<file path="config.mk">
export PLATFORM = sky130hd
export DESIGN_NAME = lcm_maint
export DESIGN_NICKNAME = d
export VERILOG_FILES = /design/src/hdl/lcm_pkg.sv /design/src/hdl/lcm_maint.sv
export SDC_FILE = /design/constraint.sdc
export NUM_CORES = 1
export LEC_CHECK = 0
export BUFFER_PORTS_ARGS = -buffer_cell sky130_fd_sc_hd__clkbuf_2
export CAP_MARGIN = 30
export CORE_MARGIN = 4
export CORE_UTILIZATION = 40
export CTS_CLUSTER_SIZE = 40
export DETAILED_ROUTE_END_ITERATION = 8
export PLACE_DENSITY_LB_ADDON = 0.12
export SLEW_MARGIN = 5
export SYNTH_ARGS = -nofsm -noshare
export SYNTH_HDL_FRONTEND = slang
export SYNTH_SLANG_ARGS = --single-unit
</file>
<file path="constraint.sdc">
create_clock -name clk_i -period 9.15 [get_ports clk_i]
set_input_delay 0.4575 -clock clk_i [delete_from_list [all_inputs] [get_ports clk_i]]
set_output_delay 0.4575 -clock clk_i [all_outputs]
set_load 0.05 [all_outputs]
</file>
<file path="src/hdl/lcm_pkg.sv">
// Constants and types of the second-level cache maintenance engine.
// Assumes a 32-bit classic Wishbone slave port and a cache array that
// executes one line operation per request/acknowledge pair.
package lcm_pkg;
    // ========================================================
    // Register map (byte offsets)
    localparam logic [7:0] LCM_OFS_FLUSH_CTL = 8'h00;
    localparam logic [7:0] LCM_OFS_CLEAN_CTL = 8'h04;
    localparam logic [7:0] LCM_OFS_FLUSH_BASE = 8'h10;
    localparam logic [7:0] LCM_OFS_FLUSH_WC = 8'h14;
    localparam logic [7:0] LCM_OFS_CLEAN_BASE = 8'h18;
    localparam logic [7:0] LCM_OFS_CLEAN_WC = 8'h1C;
    localparam logic [7:0] LCM_OFS_STATUS = 8'h20;
    // ========================================================
    // Geometry and reset values
    localparam int LCM_LINE_WORDS = 32;
    localparam int LCM_WOFS_W = 5;
    localparam int LCM_LADDR_W = 25;
    localparam int LCM_INDEX_W = 9;
    localparam logic [LCM_INDEX_W-1:0] LCM_LAST_INDEX = 9'h1FF;
    localparam int LCM_QDEPTH = 4;
    localparam int LCM_QPTR_W = 2;
    localparam logic [2:0] LCM_QFULL = 3'h4;
    localparam logic [31:0] LCM_RST_WORD = 32'h0000_0000;
    localparam logic [5:0] LCM_LINE_WORDS_C = 6'h20;
    // ========================================================
    // Queued range request
    typedef struct packed {
        logic clean;
        logic [29:0] base;
        logic [31:0] count;
    } lcm_range_type;
    // One line operation toward the cache arrays
    typedef struct packed {
        logic whole;
        logic [LCM_LADDR_W-1:0] line;
        logic [LCM_WOFS_W-1:0] first_word;
        logic [LCM_WOFS_W-1:0] last_word;
        logic write_back;
        logic snoop_l1_data;
        logic inv_l1_data;
        logic inv_l1_prog;
        logic inv_l2;
    } lcm_line_op_type;
    typedef enum logic [1:0] {LCM_IDLE, LCM_WHOLE, LCM_RANGE} lcm_state_type;
endpackage

</file>
<file path="src/hdl/lcm_maint.sv">
// Maintenance engine of the second-level cache: whole and range operations.
// Assumes the cache arrays arbitrate line operations against CPU traffic,
// giving the CPU priority, and write dirty data out via the transfer engine.
module lcm_maint
    import lcm_pkg::*;
(
    input wire logic clk_i,
    input wire logic rst_i,
    input wire logic wb_cyc_i,
    input wire logic wb_stb_i,
    input wire logic wb_we_i,
    input wire logic [7:0] wb_adr_i,
    input wire logic [3:0] wb_sel_i,
    input wire logic [31:0] wb_dat_i,
    output logic [31:0] wb_dat_o,
    output logic wb_ack_o,
    output logic line_req_o,
    output lcm_line_op_type line_op_o,
    input wire logic line_ack_i
);
    // ========================================================
    // Helpers
    // Byte-lane merge for a 32-bit register write
    function automatic logic [31:0] merge(input logic [31:0] old, input logic [31:0] dat, input logic [3:0] sel);
        logic [31:0] r;
        r = old;
        for (int b = 0; b < 4; b++)
        begin
            if (sel[b])
            begin
                r[b*8 +: 8] = dat[b*8 +: 8];
            end
        end
        return r;
    endfunction

    // Words of the current line that fall inside the remaining range
    function automatic logic [5:0] line_words(input logic [29:0] waddr, input logic [31:0] rem);
        logic [5:0] room;
        room = LCM_LINE_WORDS_C - {1'b0, waddr[LCM_WOFS_W-1:0]};
        if (rem < {26'h0, room})
        begin
            return rem[5:0];
        end
        return room;
    endfunction

    // Builds one line operation of a range request
    function automatic lcm_line_op_type range_op(input lcm_range_type r);
        lcm_line_op_type o;
        logic [5:0] n;
        n = line_words(r.base, r.count);
        o.whole = 1'b0;
        o.line = r.base[29:LCM_WOFS_W];
        o.first_word = r.base[LCM_WOFS_W-1:0];
        o.last_word = LCM_WOFS_W'(r.base[LCM_WOFS_W-1:0] + n[LCM_WOFS_W-1:0] - 5'h01);
        o.write_back = 1'b1;
        o.snoop_l1_data = 1'b1;
        o.inv_l1_data = 1'b1;
        o.inv_l1_prog = r.clean;
        o.inv_l2 = r.clean;
        return o;
    endfunction

    // ========================================================
    // State
    logic flush_ctl, next_flush_ctl;
    logic clean_ctl, next_clean_ctl;
    logic whole_is_clean, next_whole_is_clean;
    logic [29:0] flush_base, next_flush_base;
    logic [29:0] clean_base, next_clean_base;
    lcm_range_type queue [LCM_QDEPTH];
    lcm_range_type next_queue [LCM_QDEPTH];
    logic [LCM_QPTR_W-1:0] rd_ptr, next_rd_ptr;
    logic [LCM_QPTR_W-1:0] wr_ptr, next_wr_ptr;
    logic [2:0] q_used, next_q_used;
    lcm_range_type active, next_active;
    logic overflow, next_overflow;
    logic [LCM_INDEX_W-1:0] index, next_index;
    lcm_state_type state, next_state;
    lcm_line_op_type op, next_op;
    logic ack, next_ack;
    logic [31:0] rdata, next_rdata;
    logic wr_cyc, push, pop;
    logic flush_set, clean_set;
    logic [31:0] flush_base_wr, clean_base_wr;
    lcm_range_type pushed;

    assign wb_ack_o = ack;
    assign wb_dat_o = rdata;
    assign line_req_o = (state != LCM_IDLE);
    assign line_op_o = op;
    // Write strobe: one cycle per classic request, the cycle before ack
    assign wr_cyc = wb_cyc_i && wb_stb_i && !ack && wb_we_i;
    // Byte-merged base words, sliced back to word addresses in the register process
    assign flush_base_wr = merge({flush_base, 2'b00}, wb_dat_i, wb_sel_i);
    assign clean_base_wr = merge({clean_base, 2'b00}, wb_dat_i, wb_sel_i);
    // a written one starts the whole operation
    assign flush_set = wr_cyc && (wb_adr_i == LCM_OFS_FLUSH_CTL) && wb_sel_i[0] && wb_dat_i[0];
    assign clean_set = wr_cyc && (wb_adr_i == LCM_OFS_CLEAN_CTL) && wb_sel_i[0] && wb_dat_i[0];

    // ========================================================
    // Register file and request queue
    // Queue entries are flip-flops; the count write captures the base as
    // it stands, so a later base write cannot disturb a queued request.
    always_comb
    begin
        next_ack = wb_cyc_i && wb_stb_i && !ack;
        next_rdata = LCM_RST_WORD;
        next_flush_base = flush_base;
        next_clean_base = clean_base;
        next_overflow = overflow;
        next_queue = queue;
        next_wr_ptr = wr_ptr;
        push = 1'b0;
        pushed = '0;
        if (wr_cyc)
        begin
            case (wb_adr_i)
                LCM_OFS_FLUSH_BASE: next_flush_base = flush_base_wr[31:2];
                LCM_OFS_CLEAN_BASE: next_clean_base = clean_base_wr[31:2];
                LCM_OFS_FLUSH_WC, LCM_OFS_CLEAN_WC:
                begin
                    pushed.clean = (wb_adr_i == LCM_OFS_CLEAN_WC);
                    pushed.base = pushed.clean ? clean_base : flush_base;
                    pushed.count = merge(LCM_RST_WORD, wb_dat_i, wb_sel_i);
                    push = (pushed.count != LCM_RST_WORD) && (q_used != LCM_QFULL);
                    next_overflow = overflow || ((pushed.count != LCM_RST_WORD) && (q_used == LCM_QFULL));
                end
                LCM_OFS_STATUS: next_overflow = overflow && !wb_dat_i[0];
                default: next_overflow = overflow;
            endcase
        end
        if (push)
        begin
            next_queue[wr_ptr] = pushed;
            next_wr_ptr = LCM_QPTR_W'(wr_ptr + 2'h1);
        end
        if (wb_cyc_i && wb_stb_i && !ack && !wb_we_i)
        begin
            case (wb_adr_i)
                LCM_OFS_FLUSH_CTL: next_rdata = {31'h0, flush_ctl};
                LCM_OFS_CLEAN_CTL: next_rdata = {31'h0, clean_ctl};
                LCM_OFS_FLUSH_BASE: next_rdata = {flush_base, 2'b00};
                LCM_OFS_CLEAN_BASE: next_rdata = {clean_base, 2'b00};
                LCM_OFS_FLUSH_WC, LCM_OFS_CLEAN_WC: next_rdata = active.count;
                LCM_OFS_STATUS: next_rdata = {26'h0, q_used, state == LCM_RANGE, state == LCM_WHOLE, overflow};
                default: next_rdata = LCM_RST_WORD;
            endcase
        end
    end

    // ========================================================
    // Engine: whole-cache walk and range walk, one line at a time
    always_comb
    begin
        next_state = state;
        next_index = index;
        next_active = active;
        next_rd_ptr = rd_ptr;
        next_op = op;
        next_flush_ctl = flush_ctl;
        next_clean_ctl = clean_ctl;
        next_whole_is_clean = whole_is_clean;
        pop = 1'b0;
        if (flush_set)
        begin
            next_flush_ctl = 1'b1;
        end
        if (clean_set)
        begin
            next_clean_ctl = 1'b1;
        end
        case (state)
            LCM_IDLE:
            begin
                // Whole operations first; a clean covers a pending flush
                if (flush_ctl || clean_ctl)
                begin
                    next_state = LCM_WHOLE;
                    next_index = '0;
                    next_whole_is_clean = clean_ctl;
                    next_op = '{whole: 1'b1, line: '0, first_word: '0, last_word: 5'h1F, write_back: 1'b1,
                        snoop_l1_data: 1'b1, inv_l1_data: 1'b1, inv_l1_prog: clean_ctl, inv_l2: clean_ctl};
                end
                else if (q_used != 3'h0)
                begin
                    pop = 1'b1;
                    next_rd_ptr = LCM_QPTR_W'(rd_ptr + 2'h1);
                    next_active = queue[rd_ptr];
                    next_op = range_op(queue[rd_ptr]);
                    next_state = LCM_RANGE;
                end
            end
            LCM_WHOLE:
            begin
                if (line_ack_i)
                begin
                    next_index = LCM_INDEX_W'(index + 9'h001);
                    next_op.line = LCM_LADDR_W'(next_index);
                    if (index == LCM_LAST_INDEX)
                    begin
                        // cleared only when the walk ends; a write of one in this cycle wins
                        next_state = LCM_IDLE;
                        next_flush_ctl = flush_set;
                        // A clean asked for during a whole flush still waits its turn
                        next_clean_ctl = whole_is_clean ? clean_set : next_clean_ctl;
                    end
                end
            end
            LCM_RANGE:
            begin
                if (line_ack_i)
                begin
                    // advance by words covered in this line
                    next_active.count = active.count - {26'h0, line_words(active.base, active.count)};
                    next_active.base = 30'(active.base + {24'h0, line_words(active.base, active.count)});
                    next_op = range_op(next_active);
                    if (next_active.count == LCM_RST_WORD)
                    begin
                        // reload from queue or hold zero
                        if (q_used != 3'h0 && !flush_ctl && !clean_ctl)
                        begin
                            pop = 1'b1;
                            next_rd_ptr = LCM_QPTR_W'(rd_ptr + 2'h1);
                            next_active = queue[rd_ptr];
                            next_op = range_op(queue[rd_ptr]);
                        end
                        else
                        begin
                            next_state = LCM_IDLE;
                        end
                    end
                end
            end
            default: next_state = LCM_IDLE;
        endcase
        next_q_used = 3'(q_used + {2'h0, push} - {2'h0, pop});
    end

    // ========================================================
    // Registers
    always_ff @(posedge clk_i)
    begin
        if (rst_i)
        begin
            ack <= 1'b0;
            rdata <= LCM_RST_WORD;
            flush_ctl <= 1'b0;
            clean_ctl <= 1'b0;
            whole_is_clean <= 1'b0;
            flush_base <= '0;
            clean_base <= '0;
            queue <= '{default: '0};
            rd_ptr <= '0;
            wr_ptr <= '0;
            q_used <= '0;
            active <= '0;
            overflow <= 1'b0;
            index <= '0;
            state <= LCM_IDLE;
            op <= '0;
        end
        else
        begin
            ack <= next_ack;
            rdata <= next_rdata;
            flush_ctl <= next_flush_ctl;
            clean_ctl <= next_clean_ctl;
            whole_is_clean <= next_whole_is_clean;
            flush_base <= next_flush_base;
            clean_base <= next_clean_base;
            queue <= next_queue;
            rd_ptr <= next_rd_ptr;
            wr_ptr <= next_wr_ptr;
            q_used <= next_q_used;
            active <= next_active;
            overflow <= next_overflow;
            index <= next_index;
            state <= next_state;
            op <= next_op;
        end
    end
endmodule

</file>
==> flow_summary_export.csv <==
group,metric,value,unit
run_status,status,"finished, final reports clean",
route,post_drt_wl_per_cell,20.3,um
timing,slew_headroom,25.3,%
logic_synthesis,yosys.area.top_type_share,40.9,%
power_and_ir_drop,power_density,321,nW/um^2
clock_network,cts_max_level,2,
route,drc,0,
floorplan,die_y,247,um
clock_network,numCtsBuffers,53,
global_route,grt_pass1_vias,18800,
layout,finalNetCount,2859,
clock_network,cts.hold.buffers_added,0,
timing,finalCritPeriodShare,85.8,%
critical_path,worst-r2r-cell-count,28,
critical_path,crit_buf_inv,2,
route,vias,19600,
global_route,grtUsageTotal,23.2,%
clock_network,clkTransAtPathRegs,0.06,ns
floorplan,start_util,40.5,%
logic_synthesis,synth_seq_cells,468,
logic_synthesis,synthCells,2730,
critical_path,r2r_end,"line_op_o[9]$_SDFFE_PP0P_",
floorplan,core-area,56500,sq um
critical_path,startpoint_type,"flop",
critical_path,path_common_cell,"ha_1",
logic_synthesis,syn-num-nets,2839,
timing,worstMarginPinSlew,1.12,ns
min_path,whs_endpoint,"wb_ack_o$_SDFF_PP0_",
placement,portBuffers,124,
critical_path,path_class,"reg -> reg",
power_and_ir_drop,p_total,8.35,mW
power_and_ir_drop,p_clk_share,28.0,%
global_route,grt_start_max_net_pins,220,
power_and_ir_drop,combPwrFrac,43.9,%
clock_network,root_buffer,"clkbuf_16",
floorplan,chipWidth,247,um
critical_path,worstReg2RegStart,"active[18]$_SDFFE_PP0P_",
logic_synthesis,synth_edf_count,0,
layout,n_antenna_cell,0,
power_and_ir_drop,p_switching,3.40,mW
min_path,min_from,"wb_stb_i",
layout,fillers,5532,
logic_synthesis,seq_area_frac_synth,40.9,%
logic_synthesis,yosys_warnings,0,
run,maxCapViolations,0,
logic_synthesis,ys.flop_type,"dfxtp_1",
clock_network,clk_latency,0.62,ns
power_and_ir_drop,p_leak,10.4,nW
route,viasPerCell,5.54,
logic_synthesis,yosysMostFrequentCell,"nor2_1",
timing,hold_viol,0,
route,drt_iter0_markers,1660,
timing,skew,0.0209,ns
timing,setup-violations-final,0,
route,drtAntennaViolNets,0,
min_path,min_path_type,"in -> reg",
placement,dpl.hpwl,49100,um
global_route,grt_pass1_wl,112000,um
placement,gp_congestion,0.865,
layout,multi_input_area,12700,sq um
critical_path,cp_top_family,"simple AND/OR/NAND/NOR gates",
critical_path,cp_data_arrival_time,8.34,ns
route,drt_pass1_iterations,5,
critical_path,ff2ff_setup_slack,1.30,ns
global_route,antenna_found_initial,0,
floorplan,placementRows,87,
layout,drive_gt1_share,12.3,%
power_and_ir_drop,seqPwrFrac,28.1,%
route,routed_wirelength,72000,um
logic_synthesis,yosys-top-cells-area,"dfxtp_1 41%, nor2_1 10%, mux2i_1 7.6%",
timing,clock.fmax,127,MHz
global_route,grt_overflow,0,
timing,rsz0062_at_grt,"false",
critical_path,path_max_fanout,10,
logic_synthesis,synth_area_leader_cell,"dfxtp_1",
min_path,min_path_cells,3,
layout,regArea,9370,sq um
power_and_ir_drop,power.internal,4.96,mW
floorplan,num_io_pins,125,
timing,post-route-min-period,7.85,ns
layout,syn_to_final_growth,13.5,%
logic_synthesis,synth_common_cells,"631 x nor2_1, 468 x dfxtp_1, 306 x a21oi_1",
power_and_ir_drop,p_sw_share,40.7,%
clock_network,clk_path_buf_depth,3,
power_and_ir_drop,ir_drop,0.000207,V
logic_synthesis,yosysUniqueCellTypes,67,
logic_synthesis,synth-async-reset-ratio,0,%
critical_path,cp_slowest_stage_delay,0.67,ns
clock_network,clock_sink_count,468,
timing,slew_viol_final,0,
logic_synthesis,syn_area,22900,sq um
critical_path,crit_path_end_kind,"flop",
clock_network,cts_tree,"done",
timing,tns,0,ns
critical_path,required,9.64,ns
floorplan,die_area,61200,sq um
critical_path,cpMaxStageDelayCell,"nor4_4",
clock_network,cts_setup_buffers,0,
logic_synthesis,synth.avg_cell_area,8.39,sq um
clock_network,postCtsResizedCells,0,
## worst register-to-register path, delay by kind of cell, from the launching register on
kind,cells,cell delay (ns)
AND/OR/NAND/NOR,12,3.62
flip-flops,1,0.40
XOR/XNOR,1,0.18
adder cells (fa/ha/maj),4,1.25
AO/OA/AOI/OAI,9,2.17
buffers and inverters,2,0.13
## stage by stage
step,setup WS [ns],instances,hold slack (ns),instance area (sq um),utilization (%)
after floorplan,2.63,2730,0.431,22900,-
after global placement,1.59,3449,0.438,24000,42.5
after detailed placement,1.35,3450,0.444,24000,42.6
after CTS,1.32,3548,0.0684,26000,46.0
after global routing,0.555,3549,0.106,26000,46.0
final,1.30,3549,0.105,26000,46.0
## power by group through the flow
| stage | Sequential, mW | Clock [mW] | Combinational [mW] |
|---|---|---|---|
| detailed placement | 2.39 | 0 | 3.64 |
| floorplan | 2.47 | 0 | 2.66 |
| global placement | 2.38 | 0 | 3.59 |
| global route | 2.37 | 2.47 | 4.07 |
| finish | 2.35 | 2.34 | 3.66 |
| CTS | 2.35 | 2.39 | 3.66 |
## worst max-delay path by stage
stage | end | depth (start not counted) | slack, ns | from
2_1_floorplan | line_op_o[9]$_SDFFE_PP0P_ | 29 | 2.63 | active[18]$_SDFFE_PP0P_
3_3_place_gp | line_op_o[9]$_SDFFE_PP0P_ | 28 | 1.59 | active[18]$_SDFFE_PP0P_
3_5_place_dp | line_op_o[9]$_SDFFE_PP0P_ | 28 | 1.35 | active[18]$_SDFFE_PP0P_
4_1_cts | line_op_o[9]$_SDFFE_PP0P_ | 28 | 1.32 | active[18]$_SDFFE_PP0P_
5_1_grt | line_op_o[9]$_SDFFE_PP0P_ | 28 | 0.55 | active[18]$_SDFFE_PP0P_
6_report | line_op_o[9]$_SDFFE_PP0P_ | 28 | 1.30 | active[18]$_SDFFE_PP0P_
## metal layers
metal | share of wire (%) | vias up | GRT usage (%)
met3 | 5.9 | 89 | 3.76
met1 | 46 | 9516 | 32.5
met5 | 0 | - | 0
met4 | 2.2 | 0 | 5.66
met2 | 46 | 554 | 37.6
li1 | - | 9486 | -
## state kept, by name (all words and copies together), names as in the netlist, 3 cells and up
signal      flops
active         63
clean_base     30
flush_base     30
index           9
line_op_o      38
q_used          3
queue         252
wb_dat_o       32
## cell type report
type                       count  share of cell area, %
multi-input combinational   2014                   48.7
sequential                   468                   36.1
clock buffer                  79                   5.98
tap                          756                   3.64
timing repair buffer         148                   3.26
clock inverter                19                   1.42
inverter                      65                  0.939
## cells in the final DEF, fill, tap and decap left out, types with 10 or more instances in the layout
| cell type | instances |
|---|---|
| nor2_1 | 630 |
| dfxtp_1 | 466 |
| a21oi_1 | 306 |
| nand2_1 | 226 |
| mux2i_1 | 173 |
| clkbuf_2 | 123 |
| nor3_1 | 68 |
| inv_1 | 65 |
| mux4_2 | 63 |
| o21ai_0 | 62 |
| ha_1 | 54 |
| clkbuf_16 | 53 |
| xnor2_1 | 43 |
| a211oi_1 | 34 |
| nand3_1 | 32 |
| and2_1 | 28 |
| nor4_1 | 27 |
| xor2_1 | 23 |
| buf_4 | 21 |
| nand2b_1 | 20 |
| mux2_2 | 20 |
| and3_1 | 18 |
| a22oi_1 | 14 |
| a221oi_1 | 14 |
| nand4_1 | 13 |
| clkbuf_8 | 13 |
| clkbuf_1 | 13 |
| or3_1 | 11 |
| a311oi_1 | 11 |
| o211ai_1 | 10 |
| a21o_1 | 10 |
| o31ai_1 | 10 |
| bufinv_16 | 10 |
## cell families after synthesis
group,count (synthesis),share of synthesized area (%)
buf+inv,248,4.24
mux,256,14.7
simple gates,1116,20.9
xor+xnor,66,2.52
fa+ha+maj,59,3.39
compound gates,517,13.3
flops,468,40.9
Power figures use the tool's default switching activity.
